[src/hdl/ccpw_regs.svh]
// Register offsets, field positions, reset values, mode codes and timing
// counts of the capture/compare/PWM control block.
// Assumes byte addresses on a 32-bit classic Wishbone bus.
`ifndef CCPW_REGS_SVH
`define CCPW_REGS_SVH

`define CCPW_OFS_MODE       8'h00
`define CCPW_OFS_TMRSEL     8'h04
`define CCPW_OFS_ASHUT      8'h08
`define CCPW_OFS_EPWM       8'h0C
`define CCPW_OFS_STEER      8'h10
`define CCPW_OFS_VAL_LO     8'h14
`define CCPW_OFS_VAL_HI     8'h18
`define CCPW_OFS_STATUS     8'h1C

`define CCPW_RST_CTL        8'h00
`define CCPW_RST_STEER      5'h01

`define CCPW_ASE_BIT        7
`define CCPW_RSEN_BIT       7
`define CCPW_SYNC_BIT       4
`define CCPW_FLAG_BIT       0

`define CCPW_MODE_OFF       4'h0
`define CCPW_MODE_TOGGLE    4'h2
`define CCPW_MODE_CAP_FALL  4'h4
`define CCPW_MODE_CAP_RISE  4'h5
`define CCPW_MODE_CAP_R4    4'h6
`define CCPW_MODE_CAP_R16   4'h7
`define CCPW_MODE_CMP_SET   4'h8
`define CCPW_MODE_CMP_CLR   4'h9
`define CCPW_MODE_CMP_SOFT  4'hA
`define CCPW_MODE_SPECIAL   4'hB
`define CCPW_GRP_CAPTURE    2'h1
`define CCPW_GRP_PWM        2'h3

`define CCPW_CFG_SINGLE     2'h0
`define CCPW_CFG_FULL_FWD   2'h1
`define CCPW_CFG_HALF       2'h2
`define CCPW_CFG_FULL_REV   2'h3

`define CCPW_TB_TMR2        2'h0
`define CCPW_TB_TMR4        2'h1
`define CCPW_TB_TMR6        2'h2

`define CCPW_PRESC_R4       4'h3
`define CCPW_PRESC_R16      4'hF

`define CCPW_CLK_PERIOD_NS  25
`define CCPW_DB_STEP_NS     25
`define CCPW_DB_STEP_CYC    (`CCPW_DB_STEP_NS / `CCPW_CLK_PERIOD_NS)

`endif

[src/hdl/ccpw_pkg.sv]
// State types of the capture/compare/PWM control block.
// Assumes ccpw_regs.svh is compiled with it.
package ccpw_pkg;

    typedef struct packed {
        logic [3:0] meta;
        logic [3:0] sync;
    } ccpw_sync_state_type;

    typedef struct packed {
        logic [7:0] cnt;
        logic       level;
    } ccpw_db_state_type;

    typedef struct packed {
        logic [7:0] mode_ctl;
        logic [7:0] tmr_sel;
        logic [7:0] ashut;
        logic [7:0] epwm;
        logic [4:0] steer;
        logic [7:0] val_lo;
        logic [7:0] val_hi;
        logic       flag;
        logic       ack;
        logic [7:0] rdata;
        logic [3:0] mode_q;
        logic [3:0] presc;
        logic       cmp_out;
        logic       match_q;
        logic       cap_q;
        logic [9:0] duty_buf;
        logic       pwm_raw;
        logic [3:0] steer_eff;
        logic       c1_t1;
        logic       c2_t1;
        logic       tmr_rst;
        logic       adc_go;
        logic [3:0] pin_out;
        logic [3:0] pin_oe;
        logic [3:0] pin_own;
    } ccpw_state_type;

endpackage : ccpw_pkg

[src/hdl/ccpw_top.sv]
// Capture/compare/PWM control unit with enhanced output stage.
// Assumes timers, comparators and converter run on clk_i; pins are async.
// Behaviour
// Capture on falling, rising, 4th, 16th rising edge
// Mode 0010 toggles pin on compare match
// Modes 1000/1001 preset pin, then set/clear
// Mode 1010 flags only, pin back to port
// Mode 1011 resets timer, flags, starts conversion
// Mode 0000 off and resets state; reserved codes
// Modes 11xx are PWM; low bits set polarity
// Config 00 single, 10 half-bridge with dead-band
// Config 01 forward, 11 reverse full-bridge
// Non-PWM modes use pin A only
// Duty is ten bits: two low, eight high
// Time base chosen from timers 2, 4, 6
// Shutdown event sets status and forces states
// Shutdown source code selects comparators and pin
// Pins A and C shutdown state: 0, 1, off
// Pins B and D shutdown state likewise
// Auto restart clears status when source gone
// Delay active-going edges by delay count
// Steering updates at period or at once
// Steer bits route PWM to each pin
// Steering only in PWM single-output config
// Comparator shutdown resynchronised to timer 1
// Status set keeps pins in shutdown state
//
// The implementer's own choices: the Wishbone register port and the address map.
`timescale 1ns/1ps
`include "ccpw_regs.svh"
module ccpw_top (
    input  wire logic        clk_i,
    input  wire logic        rst_i,
    input  wire logic [7:0]  wb_adr_i,
    input  wire logic [31:0] wb_dat_i,
    output logic      [31:0] wb_dat_o,
    input  wire logic        wb_we_i,
    input  wire logic [3:0]  wb_sel_i,
    input  wire logic        wb_cyc_i,
    input  wire logic        wb_stb_i,
    output logic             wb_ack_o,
    input  wire logic [15:0] tmr1_count_i,
    input  wire logic        tmr1_tick_i,
    input  wire logic [9:0]  tmr2_base_i,
    input  wire logic        tmr2_period_i,
    input  wire logic [9:0]  tmr4_base_i,
    input  wire logic        tmr4_period_i,
    input  wire logic [9:0]  tmr6_base_i,
    input  wire logic        tmr6_period_i,
    input  wire logic        adc_enabled_i,
    input  wire logic        comparator_sync_enable_i,
    input  wire logic        cap_pin_i,
    input  wire logic        comp1_i,
    input  wire logic        comp2_i,
    input  wire logic        int_pin_i,
    output logic      [3:0]  pin_out_o,
    output logic      [3:0]  pin_oe_o,
    output logic      [3:0]  pin_own_o,
    output logic             unit_interrupt_flag_o,
    output logic             timer_reset_o,
    output logic             adc_start_o
);
    ccpw_pkg::ccpw_state_type s_reg;
    ccpw_pkg::ccpw_state_type s_next;

    logic [3:0] pins_s;
    logic       cap_s;
    logic       c1_s;
    logic       c2_s;
    logic       int_s;
    logic       access;
    logic       wr;
    logic [3:0] mode;
    logic [1:0] cfg;
    logic       pwm_mode;
    logic       mode_chg;
    logic [9:0] tb_base;
    logic       tb_period;
    logic       sd_evt;
    logic       db_a;
    logic       db_b;
    logic       match_evt;

    // Shutdown drive of a pin pair: {enable, level}
    function automatic logic [1:0] sd_drive(input logic [1:0] pss);
        sd_drive = pss[1] ? 2'h0 : {1'h1, pss[0]};
    endfunction : sd_drive

    ccpw_sync u_sync (
        .clk_i   (clk_i),
        .rst_i   (rst_i),
        .async_i ({int_pin_i, comp2_i, comp1_i, cap_pin_i}),
        .sync_o  (pins_s)
    );

    assign cap_s = pins_s[0];
    assign c1_s  = pins_s[1];
    assign c2_s  = pins_s[2];
    assign int_s = pins_s[3];

    assign access   = wb_cyc_i & wb_stb_i & ~s_reg.ack;
    assign wr       = access & wb_we_i & wb_sel_i[0];
    assign mode     = s_reg.mode_ctl[3:0];
    assign cfg      = s_reg.mode_ctl[7:6];
    assign pwm_mode = (mode[3:2] == `CCPW_GRP_PWM);
    assign mode_chg = (mode != s_reg.mode_q);
    assign match_evt = (tmr1_count_i == {s_reg.val_hi, s_reg.val_lo})
                       & ~s_reg.match_q & ~mode_chg;

    always_comb begin
        case (s_reg.tmr_sel[1:0])
            `CCPW_TB_TMR2: begin
                tb_base   = tmr2_base_i;
                tb_period = tmr2_period_i;
            end
            `CCPW_TB_TMR4: begin
                tb_base   = tmr4_base_i;
                tb_period = tmr4_period_i;
            end
            `CCPW_TB_TMR6: begin
                tb_base   = tmr6_base_i;
                tb_period = tmr6_period_i;
            end
            default: begin
                tb_base   = 10'h000;
                tb_period = 1'h0;
            end
        endcase
    end

    // Comparators either direct or as last sampled on the timer 1 tick
    always_comb begin
        logic c1e;
        logic c2e;
        c1e = comparator_sync_enable_i ? s_reg.c1_t1 : c1_s;
        c2e = comparator_sync_enable_i ? s_reg.c2_t1 : c2_s;
        sd_evt = (s_reg.ashut[4] & c1e) | (s_reg.ashut[5] & c2e)
                 | (s_reg.ashut[6] & ~int_s);
    end

    ccpw_deadband u_db_a (
        .clk_i   (clk_i),
        .rst_i   (rst_i),
        .clear_i (~pwm_mode),
        .level_i (s_reg.pwm_raw),
        .delay_i (s_reg.epwm[6:0]),
        .level_o (db_a)
    );

    ccpw_deadband u_db_b (
        .clk_i   (clk_i),
        .rst_i   (rst_i),
        .clear_i (~pwm_mode | (cfg != `CCPW_CFG_HALF)),
        .level_i (~s_reg.pwm_raw),
        .delay_i (s_reg.epwm[6:0]),
        .level_o (db_b)
    );

    always_comb begin
        logic       cap_evt;
        logic [3:0] act;
        logic [3:0] own;
        logic [3:0] polv;
        logic [1:0] ac;
        logic [1:0] bd;
        cap_evt = 1'h0;
        act     = 4'h0;
        own     = 4'h0;
        polv    = {mode[0], mode[1], mode[0], mode[1]};
        ac      = sd_drive(s_reg.ashut[3:2]);
        bd      = sd_drive(s_reg.ashut[1:0]);
        s_next  = s_reg;
        s_next.ack     = access;
        s_next.tmr_rst = 1'h0;
        s_next.adc_go  = 1'h0;
        s_next.mode_q  = mode;
        s_next.cap_q   = cap_s;
        s_next.match_q = (tmr1_count_i == {s_reg.val_hi, s_reg.val_lo});
        if (tmr1_tick_i) begin
            s_next.c1_t1 = c1_s;
            s_next.c2_t1 = c2_s;
        end
        // Register reads
        if (access) begin
            case (wb_adr_i)
                `CCPW_OFS_MODE:   s_next.rdata = s_reg.mode_ctl;
                `CCPW_OFS_TMRSEL: s_next.rdata = s_reg.tmr_sel;
                `CCPW_OFS_ASHUT:  s_next.rdata = s_reg.ashut;
                `CCPW_OFS_EPWM:   s_next.rdata = s_reg.epwm;
                `CCPW_OFS_STEER:  s_next.rdata = {3'h0, s_reg.steer};
                `CCPW_OFS_VAL_LO: s_next.rdata = s_reg.val_lo;
                `CCPW_OFS_VAL_HI: s_next.rdata = s_reg.val_hi;
                `CCPW_OFS_STATUS: s_next.rdata = {7'h00, s_reg.flag};
                default:          s_next.rdata = 8'h00;
            endcase
        end
        // Register writes
        if (wr) begin
            case (wb_adr_i)
                `CCPW_OFS_MODE:   s_next.mode_ctl = wb_dat_i[7:0];
                `CCPW_OFS_TMRSEL: s_next.tmr_sel  = wb_dat_i[7:0];
                `CCPW_OFS_ASHUT:  s_next.ashut    = wb_dat_i[7:0];
                `CCPW_OFS_EPWM:   s_next.epwm     = wb_dat_i[7:0];
                `CCPW_OFS_STEER:  s_next.steer    = wb_dat_i[4:0];
                `CCPW_OFS_VAL_LO: s_next.val_lo   = wb_dat_i[7:0];
                `CCPW_OFS_VAL_HI: s_next.val_hi   = wb_dat_i[7:0];
                `CCPW_OFS_STATUS: begin
                    if (wb_dat_i[`CCPW_FLAG_BIT]) begin
                        s_next.flag = 1'h0;
                    end
                end
                default: ;
            endcase
        end
        // Capture and compare
        if (mode == `CCPW_MODE_OFF || mode == 4'h1 || mode == 4'h3) begin
            s_next.presc    = 4'h0;
            s_next.cmp_out  = 1'h0;
        end else if (mode_chg) begin
            s_next.presc   = 4'h0;
            s_next.cmp_out = (mode == `CCPW_MODE_CMP_CLR);
        end else begin
            case (mode)
                `CCPW_MODE_CAP_FALL: cap_evt = ~cap_s & s_reg.cap_q;
                `CCPW_MODE_CAP_RISE: cap_evt = cap_s & ~s_reg.cap_q;
                `CCPW_MODE_CAP_R4, `CCPW_MODE_CAP_R16: begin
                    if (cap_s & ~s_reg.cap_q) begin
                        if (s_reg.presc == (mode[0] ? `CCPW_PRESC_R16
                                                     : `CCPW_PRESC_R4)) begin
                            cap_evt      = 1'h1;
                            s_next.presc = 4'h0;
                        end else begin
                            s_next.presc = s_reg.presc + 4'h1;
                        end
                    end
                end
                `CCPW_MODE_TOGGLE: begin
                    if (match_evt) begin
                        s_next.cmp_out = ~s_reg.cmp_out;
                        s_next.flag    = 1'h1;
                    end
                end
                `CCPW_MODE_CMP_SET, `CCPW_MODE_CMP_CLR: begin
                    if (match_evt) begin
                        s_next.cmp_out = ~mode[0];
                        s_next.flag    = 1'h1;
                    end
                end
                `CCPW_MODE_CMP_SOFT: begin
                    if (match_evt) begin
                        s_next.flag = 1'h1;
                    end
                end
                `CCPW_MODE_SPECIAL: begin
                    if (match_evt) begin
                        s_next.flag    = 1'h1;
                        s_next.tmr_rst = 1'h1;
                        s_next.adc_go  = adc_enabled_i;
                    end
                end
                default: ;
            endcase
        end
        if (cap_evt) begin
            s_next.val_lo = tmr1_count_i[7:0];
            s_next.val_hi = tmr1_count_i[15:8];
            s_next.flag   = 1'h1;
        end
        // PWM waveform from the selected time base
        if (!pwm_mode) begin
            s_next.pwm_raw  = 1'h0;
            s_next.duty_buf = 10'h000;
        end else if (tb_period) begin
            s_next.duty_buf = {s_reg.val_lo, s_reg.mode_ctl[5:4]};
            s_next.pwm_raw  = ({s_reg.val_lo, s_reg.mode_ctl[5:4]} != 10'h000);
        end else if (tb_base >= s_reg.duty_buf) begin
            s_next.pwm_raw = 1'h0;
        end
        if (!s_reg.steer[`CCPW_SYNC_BIT] || tb_period || !pwm_mode) begin
            s_next.steer_eff = s_reg.steer[3:0];
        end
        // Shutdown status: a new event wins over any clear
        if (pwm_mode && sd_evt) begin
            s_next.ashut[`CCPW_ASE_BIT] = 1'h1;
        end else if (s_reg.epwm[`CCPW_RSEN_BIT] && !sd_evt
                     && !(wr && wb_adr_i == `CCPW_OFS_ASHUT)) begin
            s_next.ashut[`CCPW_ASE_BIT] = 1'h0;
        end
        // Pin ownership and levels
        if (pwm_mode) begin
            case (cfg)
                `CCPW_CFG_SINGLE: begin
                    own = s_reg.steer_eff;
                    act = {4{db_a}};
                end
                `CCPW_CFG_FULL_FWD: begin
                    own = 4'hF;
                    act = {db_a, 2'h0, 1'h1};
                end
                `CCPW_CFG_HALF: begin
                    own = 4'h3;
                    act = {2'h0, db_b, db_a};
                end
                default: begin
                    own = 4'hF;
                    act = {1'h0, 1'h1, db_a, 1'h0};
                end
            endcase
            s_next.pin_own = own;
            if (s_reg.ashut[`CCPW_ASE_BIT]) begin
                s_next.pin_oe  = own & {bd[1], ac[1], bd[1], ac[1]};
                s_next.pin_out = own & {bd[1], ac[1], bd[1], ac[1]}
                                 & {bd[0], ac[0], bd[0], ac[0]};
            end else begin
                s_next.pin_oe  = own;
                s_next.pin_out = own & (act ^ polv);
            end
        end else if (mode[3:2] == `CCPW_GRP_CAPTURE) begin
            s_next.pin_own = 4'h1;
            s_next.pin_oe  = 4'h0;
            s_next.pin_out = 4'h0;
        end else if (mode == `CCPW_MODE_TOGGLE || mode == `CCPW_MODE_CMP_SET
                     || mode == `CCPW_MODE_CMP_CLR
                     || mode == `CCPW_MODE_SPECIAL) begin
            s_next.pin_own = 4'h1;
            s_next.pin_oe  = 4'h1;
            s_next.pin_out = {3'h0, s_reg.cmp_out};
        end else begin
            s_next.pin_own = 4'h0;
            s_next.pin_oe  = 4'h0;
            s_next.pin_out = 4'h0;
        end
    end

    always_ff @(posedge clk_i) begin
        if (rst_i) begin
            s_reg          <= '0;
            s_reg.mode_ctl <= `CCPW_RST_CTL;
            s_reg.tmr_sel  <= `CCPW_RST_CTL;
            s_reg.ashut    <= `CCPW_RST_CTL;
            s_reg.epwm     <= `CCPW_RST_CTL;
            s_reg.steer    <= `CCPW_RST_STEER;
        end else begin
            s_reg <= s_next;
        end
    end

    assign wb_ack_o              = s_reg.ack;
    assign wb_dat_o              = {24'h000000, s_reg.rdata};
    assign pin_out_o             = s_reg.pin_out;
    assign pin_oe_o              = s_reg.pin_oe;
    assign pin_own_o             = s_reg.pin_own;
    assign unit_interrupt_flag_o = s_reg.flag;
    assign timer_reset_o         = s_reg.tmr_rst;
    assign adc_start_o           = s_reg.adc_go;

    chk_capture_rise_flag: assert property (
        @(posedge clk_i) disable iff (rst_i)
        (mode == `CCPW_MODE_CAP_RISE && !mode_chg && cap_s && !s_reg.cap_q)
        |=> s_reg.flag && {s_reg.val_hi, s_reg.val_lo} == $past(tmr1_count_i))
        else $error("rising edge capture missed");

    chk_toggle_on_match: assert property (
        @(posedge clk_i) disable iff (rst_i)
        (mode == `CCPW_MODE_TOGGLE && match_evt)
        |=> s_reg.cmp_out != $past(s_reg.cmp_out)
            ##1 pin_out_o[0] == $past(s_reg.cmp_out))
        else $error("compare toggle not seen on pin");

    chk_set_on_match: assert property (
        @(posedge clk_i) disable iff (rst_i)
        (mode == `CCPW_MODE_CMP_SET && match_evt)
        |=> s_reg.cmp_out && s_reg.flag)
        else $error("compare set mode did not drive high");

    chk_soft_pin_free: assert property (
        @(posedge clk_i) disable iff (rst_i)
        (mode == `CCPW_MODE_CMP_SOFT)
        |=> pin_own_o == 4'h0 && pin_oe_o == 4'h0)
        else $error("soft interrupt mode holds the pin");

    chk_special_event: assert property (
        @(posedge clk_i) disable iff (rst_i)
        (mode == `CCPW_MODE_SPECIAL && match_evt)
        |=> timer_reset_o && adc_start_o == $past(adc_enabled_i)
            ##1 !timer_reset_o)
        else $error("special event trigger wrong");

    chk_off_releases: assert property (
        @(posedge clk_i) disable iff (rst_i)
        (mode == `CCPW_MODE_OFF) |=> pin_own_o == 4'h0 && !s_reg.cmp_out)
        else $error("off mode left state or pins");

    chk_non_pwm_pins: assert property (
        @(posedge clk_i) disable iff (rst_i)
        (!pwm_mode) |=> pin_own_o[3:1] == 3'h0)
        else $error("pins B to D taken outside PWM");

    chk_shutdown_set: assert property (
        @(posedge clk_i) disable iff (rst_i)
        (pwm_mode && sd_evt) |=> s_reg.ashut[`CCPW_ASE_BIT])
        else $error("shutdown event did not set status");

    chk_shutdown_sticky: assert property (
        @(posedge clk_i) disable iff (rst_i)
        (s_reg.ashut[`CCPW_ASE_BIT] && !s_reg.epwm[`CCPW_RSEN_BIT]
         && !(wr && wb_adr_i == `CCPW_OFS_ASHUT))
        |=> s_reg.ashut[`CCPW_ASE_BIT])
        else $error("shutdown status dropped without software");

    chk_restart_clears: assert property (
        @(posedge clk_i) disable iff (rst_i)
        (s_reg.ashut[`CCPW_ASE_BIT] && s_reg.epwm[`CCPW_RSEN_BIT] && !sd_evt
         && !(wr && wb_adr_i == `CCPW_OFS_ASHUT))
        |=> !s_reg.ashut[`CCPW_ASE_BIT])
        else $error("auto restart did not clear status");

    chk_shutdown_pins_ac: assert property (
        @(posedge clk_i) disable iff (rst_i)
        (pwm_mode && s_reg.ashut[`CCPW_ASE_BIT] && s_reg.ashut[3:2] == 2'h1
         && s_next.pin_own[0] && !mode_chg)
        |=> pin_oe_o[0] && pin_out_o[0])
        else $error("pin A shutdown level wrong");
endmodule : ccpw_top

[src/hdl/ccpw_sync.sv]
// Two-stage synchroniser for the four asynchronous pin inputs.
// Assumes the inputs may change at any time relative to clk_i.
`timescale 1ns/1ps
module ccpw_sync (
    input  wire logic       clk_i,
    input  wire logic       rst_i,
    input  wire logic [3:0] async_i,
    output logic      [3:0] sync_o
);
    ccpw_pkg::ccpw_sync_state_type s_reg;
    ccpw_pkg::ccpw_sync_state_type s_next;

    always_comb begin
        s_next      = s_reg;
        s_next.meta = async_i;
        s_next.sync = s_reg.meta;
    end

    always_ff @(posedge clk_i) begin
        if (rst_i) begin
            s_reg <= '0;
        end else begin
            s_reg <= s_next;
        end
    end

    assign sync_o = s_reg.sync;
endmodule : ccpw_sync

[src/hdl/ccpw_deadband.sv]
// Delays the active-going edge of a PWM level; inactive edges pass at once.
// Assumes delay_i counts instruction cycles, one per clk_i cycle.
`timescale 1ns/1ps
`include "ccpw_regs.svh"
module ccpw_deadband (
    input  wire logic       clk_i,
    input  wire logic       rst_i,
    input  wire logic       clear_i,
    input  wire logic       level_i,
    input  wire logic [6:0] delay_i,
    output logic            level_o
);
    ccpw_pkg::ccpw_db_state_type s_reg;
    ccpw_pkg::ccpw_db_state_type s_next;
    logic [7:0]                  target;

    assign target = 8'({1'h0, delay_i} * `CCPW_DB_STEP_CYC);

    always_comb begin
        s_next = s_reg;
        if (clear_i || !level_i) begin
            s_next.cnt   = 8'h00;
            s_next.level = 1'h0;
        end else if (!s_reg.level) begin
            if (s_reg.cnt >= target) begin
                s_next.level = 1'h1;
            end else begin
                s_next.cnt = s_reg.cnt + 8'h01;
            end
        end
    end

    always_ff @(posedge clk_i) begin
        if (rst_i) begin
            s_reg <= '0;
        end else begin
            s_reg <= s_next;
        end
    end

    assign level_o = s_reg.level;

    chk_delay_not_early: assert property (
        @(posedge clk_i) disable iff (rst_i)
        (level_i && !clear_i && !s_reg.level && s_reg.cnt < target)
        |=> !s_reg.level)
        else $error("active edge passed before the delay count");
endmodule : ccpw_deadband

[config.mk]
export PLATFORM = sky130hd
export DESIGN_NAME = ccpw_top
export DESIGN_NICKNAME = d
export VERILOG_FILES = /design/src/hdl/ccpw_pkg.sv /design/src/hdl/ccpw_top.sv /design/src/hdl/ccpw_sync.sv /design/src/hdl/ccpw_deadband.sv
export VERILOG_INCLUDE_DIRS = /design/src /design/src/hdl
export SDC_FILE = /design/constraint.sdc
export NUM_CORES = 1
export LEC_CHECK = 0
export BUFFER_PORTS_ARGS = -buffer_cell sky130_fd_sc_hd__clkbuf_2
export CAP_MARGIN = 25
export CORE_UTILIZATION = 28
export CTS_CLUSTER_DIAMETER = 120
export DETAILED_ROUTE_END_ITERATION = 16
export GPL_TIMING_DRIVEN = 0
export PLACE_DENSITY = 0.45
export SLEW_MARGIN = 20
export SYNTH_ARGS = -nofsm -noshare
export SYNTH_HDL_FRONTEND = slang
export SYNTH_SLANG_ARGS = --single-unit
[constraint.sdc]
create_clock -name clk_i -period 2.95 [get_ports clk_i]
set_clock_uncertainty 0.15 [all_clocks]
set_input_delay 0.4425 -clock clk_i [delete_from_list [all_inputs] [get_ports clk_i]]
set_output_delay 0.4425 -clock clk_i [all_outputs]
set_load 0.02 [all_outputs]
# Word-level counts from Yosys, hierarchy flattened
# Cells that the tools add are included.
word_totals:
  register_bits: 131
  latchBits: 0
  ram_bits: 0
  rom_bits: 0
  out_inout_bits: 48
  elab_cells: 201
  memories: 0
op_classes:
  addsub: 3
  n_mul: 0
  div_mod_pow: 0
  magnitude_cmp: 3
  eq_ne: 30
  shifts: 0
  n_mux: 48
  bitwise_logic: 33
  reduce_logical: 52
op_table:
  columns: ["operator", "n"]
  rows:
  - ["$pmux 8 s8", 1]
  - ["$mux 8", 5]
  - ["$mux 38", 1]
  - ["$eq 8x5->1 const B", 4]
  - ["$pmux 10 s3", 1]
  - ["$mux 1", 23]
  - ["$reduce_and 2->1", 11]
  - ["$mux 9", 2]
  - ["$mux 17", 1]
  - ["$add 8x1->8 const B", 2]
  - ["$eq 16x16->1", 1]
  - ["$eq 4x3->1 const B", 4]
  - ["$eq 4x4->1 const B", 4]
  - ["$eq 8x4->1 const B", 2]
  - ["$ge 8x7->1", 2]
  - ["$mux 4", 4]
  - ["$not 1->1", 15]
  - ["$and 4x4->4", 3]
  - ["$mux 12", 1]
  - ["$pmux 4 s3", 1]
  - ["$reduce_or 2->1", 6]
  - ["$and 1x1->1", 11]
  - ["$ge 10x10->1", 1]
  - ["$reduce_bool 10->1", 1]
  - ["29 further kinds", 62]

# Longest topological paths before layout
logic_depth:
  depth_word: 10
  mapped_depth: 11
  ltp_nobuf: 9

# Cells and area by module
# A second synthesis with hierarchy kept.
unflattened:
  hier_cells: 799
  area_unflattened_um2: 6952.9
modules_own_cells:
  columns: ["mod", "n_inst", "cells_each", "area_per_inst_um2", "seq_area_each_um2"]
  rows:
  - ["ccpw_top", 1, 641, 5569.1, 2102.0]
  - ["ccpw_deadband", 2, 71, 586.8, 180.2]
  - ["ccpw_sync", 1, 16, 210.2, 160.2]

# Worst setup path before layout
# No wires, ideal clock.
synth_path:
  path_type: "register to register"
  from: "register s_reg[90] (netlist bit)"
  to: "register s_reg[20] (netlist bit)"
  setup_ps: 59
  t_arrival_ps: 2203
  t_required_ps: 2741
  slack_ps: 538
  stages_incl_launch_ff: 10
  n_path_buf: 2
  synth_period_minus_slack_ps: 2412
  cell_sequence: "dfxtp_1 clkbuf_1 buf_1 mux2i_1 o21ai_0 ha_1 a2111oi_0 nor4_1 o21ai_0 a22o_1"
synth_via:
  elab_chain_cells: 4
  word_cells_on_any_way: 8
  classes_between: "order compare (1); eq/ne (2); mux (3); reduce/logical (2)"
synth_lines:
  columns: ["element", "line", "source"]
  rows:
  - ["start: declaration", "ccpw_top.sv:63", "ccpw_pkg::ccpw_state_type s_reg;"]
  - ["start signal: assignment", "ccpw_top.sv:344", "s_reg <= s_next;"]
  - ["$eq 2x2->1 (tied with other cells)", "ccpw_top.sv:111", "case (s_reg.tmr_sel[1:0])"]
  - ["$pmux 10 s3", "ccpw_top.sv:111", null]
  - ["$ge 10x10->1", "ccpw_top.sv:276", "end else if (tb_base >= s_reg.duty_buf) begin"]
  - ["$reduce_bool 2->1 (no source line)", null, null]
# Parallel ways exist; a longest one is shown, timed or not.
# A chain may end at the register's enable or synchronous reset.

# Worst setup path in the final report
# Ends and elaborated chain as after synthesis.

==> results.rst <==
.. list-table::
   :header-rows: 1

   * - Metric
     - Value
   * - Outcome
     - completed
   * - Fraction of registers with async set or reset after synthesis
     - 0%
   * - Commonest cells after routing, fill and taps aside
     - 131 x dfxtp_1, 96 x nor2_1, 96 x clkbuf_2
   * - Global-route wire length before repair
     - around 33000 um
   * - Final estimated routing congestion in global placement
     - around 0.88
   * - Largest incremental delay on the critical path
     - roughly 0.46 ns
   * - Number of maximum-capacitance constraint violations
     - 0
   * - Total DRC errors in the routed layout
     - 0
   * - Number of placement rows
     - 58
   * - Fmax achieved
     - roughly 0.36 GHz
   * - Setup slack at placement
     - -0.0358 ns
   * - Finished Cell Area
     - roughly 8700 um2
   * - Flip-flop count of the largest register after layout
     - 75
   * - Sum of negative setup slack
     - 0 ns
   * - Setup slack of the critical path after layout
     - between 0.15 and 0.2 ns
   * - Sequential cell fraction of total power
     - roughly 43%
   * - CP Data Required Time
     - 3.15 ns
   * - Buffers and inverters on the worst path
     - 2
   * - IO Pins
     - 153
   * - Max Buffers Root-to-Sink
     - 2
   * - Share of post-route cells with drive strength above 1
     - approximately a fifth
   * - Number of standard cells in the final layout excluding fillers
     - between 1000 and 1500
   * - Biggest fanout along the worst timing path
     - 10
   * - Most Frequent Cell on Critical Path
     - clkbuf_1
   * - P per Cell Area
     - around 470 nW/um2
   * - Top Family by Delay on Critical Path
     - compound AO/OA/AOI/OAI gates
   * - Share of the cycle needed by the critical path after routing
     - 94.0%
   * - Most common cell after layout, fill and taps aside
     - dfxtp_1
   * - Total power
     - between 4 and 5 mW
   * - Number of vias after detailed routing
     - around 6100
   * - Starting DRT DRC Count
     - between 300 and 400
   * - Cell-internal power
     - 3.14 mW
   * - Layout Utilization
     - 34.7%
   * - Cell at the root of the clock tree
     - clkbuf_16
   * - Routed wire per std cell
     - 16.4 um
   * - Critical path startpoint category
     - flip-flop
   * - Slew Limit Headroom
     - 30.3%
   * - Synthesized flop and latch total
     - 131
   * - Die area
     - 26100 um2
   * - Part of the power in combinational logic
     - about 6.5%
   * - Clock-pin transition on the worst setup and hold timing paths
     - 0.06 ns
   * - Post-synth top area share
     - between 30% and 40%
   * - Endpoint arrival time on the critical path
     - between 2 and 3 ns
   * - Category of the critical setup timing path
     - flip-flop to flip-flop
   * - Transition at the pin with the smallest max-transition slack
     - a little over 1 ns
   * - Inserted Clock Buffers
     - 17
   * - CTS tree
     - built
   * - Drt via density
     - roughly 4.6
   * - Total placed cells including tap cells
     - 1280
   * - Synthesized area
     - 7120 um2
   * - Latest clock arrival within the worst-skew pair
     - approximately 0.42 ns
   * - Most instantiated flip-flop cell in the synthesis netlist
     - dfxtp_1
   * - Kind of capture point of the worst setup path
     - flip-flop
   * - Switching share of total power
     - between 20% and 30%
   * - Number of library cell types mapped by synthesis
     - 63
   * - Core region area
     - roughly 25000 um2
   * - Wire length after detailed routing
     - around 22000 um
   * - Height of the chip
     - 161 um
   * - Sum of overflow across all layers after global routing
     - 0
   * - Total count of hold-check failures in the final report
     - 0
   * - Total placed instance area
     - between 8000 and 9000 um2
   * - RSZ-0062 raised after global routing
     - no
   * - Count of antenna-violating nets left after detailed routing
     - 0
   * - Maximum number of pins on one net before global-route repair
     - 17
   * - Worst hold path class
     - primary input to flip-flop
   * - Final HPWL from detailed placement
     - 16300 um
   * - Cell type with the largest total area after synthesis
     - dfxtp_1
   * - Sink count of the clock tree
     - around 130
   * - Yosys synthesis warning count
     - 0
   * - Signed area change from the synthesized netlist to the final layout
     - 21.8%
   * - # hold bufs at CTS
     - 0
   * - Die X-Extent
     - 161 um
   * - Gate Count Post-Synth
     - 831
   * - Pleak
     - approximately 3.5 nW
   * - Average cell area after synthesis
     - about 8.6 um2
   * - Sequential fraction of the synthesis area
     - between 30% and 40%
   * - Final hold slack
     - approximately 0.067 ns
   * - Net switching power of the design
     - ~0.95 mW
   * - Number of nets in the layout
     - between 1000 and 1500
   * - Period minus WS final
     - about 2.8 ns
   * - Input/output buffers
     - 96
   * - Number of flops mapped to enable cells by yosys
     - 0
   * - Clk pwr share
     - 50.1%
   * - Cell types with the largest area share after synthesis
     - dfxtp_1 37%, mux2i_1 10%, nor2_1 5.1%, nand2_1 4.8%, ha_1 4.7%
   * - Initial antenna violation count
     - 1
   * - Total Routing Usage GR
     - between 10% and 20%
   * - Max Transition Viols Final
     - 0
   * - Crit path cell chain
     - clkbuf_1 > nor2b_1 > clkbuf_1 > a21oi_1 > ha_1 > nand2b_1 > a2111oi_0 > nor4_1 > o21ai_0 > a22o_1
   * - Crit-path slowest cell
     - a2111oi_0
   * - Vias in the first global route
     - 5716
   * - # H-tree levels
     - 4
   * - Largest vdd supply drop
     - approximately 0.32 mV
   * - Count of final setup violators
     - 0
   * - 1st-pass router iterations
     - 4
   * - Initial Utilization
     - ~28%
per-layer routing:
layer  GRT usage [%]  part of all wire, %  vias up
li1                -                    -     3106
met3            3.44                  4.5       23
met2            27.3                   46      149
met5               0                    0        -
met1            22.6                   48     2787
met4            5.53                  1.4        0
cells in the mapped netlist (3+ instances only):
master	number
dfxtp_1	131
nor2_1	96
nand2_1	91
mux2i_1	72
a21oi_1	51
buf_4	44
inv_1	30
clkbuf_1	29
o21ai_0	28
ha_1	27
xnor2_1	25
nor2b_1	21
nand3_1	20
a211oi_1	12
nor3_1	12
nand4_1	11
a211oi_2	8
nand2b_1	8
a22oi_1	7
and3_1	7
buf_1	6
buf_2	6
a21o_1	5
a31oi_1	5
and2_1	5
a211o_1	4
a22o_1	4
mux2_2	4
nor4_1	4
a32oi_1	3
mux4_1	3
nor3b_1	3
o21a_1	3
o21ai_1	3
o22ai_1	3
or2_2	3
xor2_1	3
cells by family (layout without fill, tap and decap cells):
family / after synthesis / after routing / synth area share (%)
AOI/OAI and AO/OA: 151 / 151 / 14.0
other: 1 / 25 / 0.0526
adders and majority gates: 27 / 27 / 4.74
muxes: 79 / 79 / 11.9
xor gates and xnor gates: 28 / 28 / 3.44
DFF: 131 / 131 / 36.8
and+or+nand+nor: 298 / 298 / 20.4
buffers and inverters: 116 / 244 / 8.64
area by class of cell:
| class | instances | area (um2) |
|---|---|---|
| Sequential cell | 131 | 2620 |
| Timing Repair Buffer | 96 | 480 |
| Multi-Input combinational cell | 607 | 3980 |
| Clock inverter | 9 | 106 |
| Buffer | 86 | 504 |
| Inverter | 30 | 113 |
| Clock buffer | 23 | 458 |
| Fill cell | 2714 | 16400 |
| Antenna cell | 1 | 2.50 |
| Tap cell | 330 | 413 |
worst paths after layout:
check              startpoint                to  slack, ns  cells after the start
min reg2reg  u_sync.s_next[2]  u_sync.sync_o[2]       0.29                      1
max reg2reg         s_reg[90]         s_reg[20]       0.18                     10
min             adc_enabled_i       adc_start_o       0.07                      2
max                 s_reg[90]         s_reg[20]       0.18                     10
power groups by stage:
stage | clock network (mW) | registers [mW] | logic, mW
detailed placement | 0 | 1.82 | 0.267
finish | 2.05 | 1.78 | 0.266
global route | 2.19 | 1.78 | 0.290
global placement | 0 | 1.82 | 0.267
floorplan | 0 | 1.82 | 0.152
CTS | 2.10 | 1.78 | 0.268
what timing repair did:
action                                 4_1_cts  5_1_grt
gates resized for setup                      1        0
setup endpoints to repair                    1        0
setup buffers                                0        0
endpoints found under the hold margin        0        0
Power figures use the tool's default switching activity.
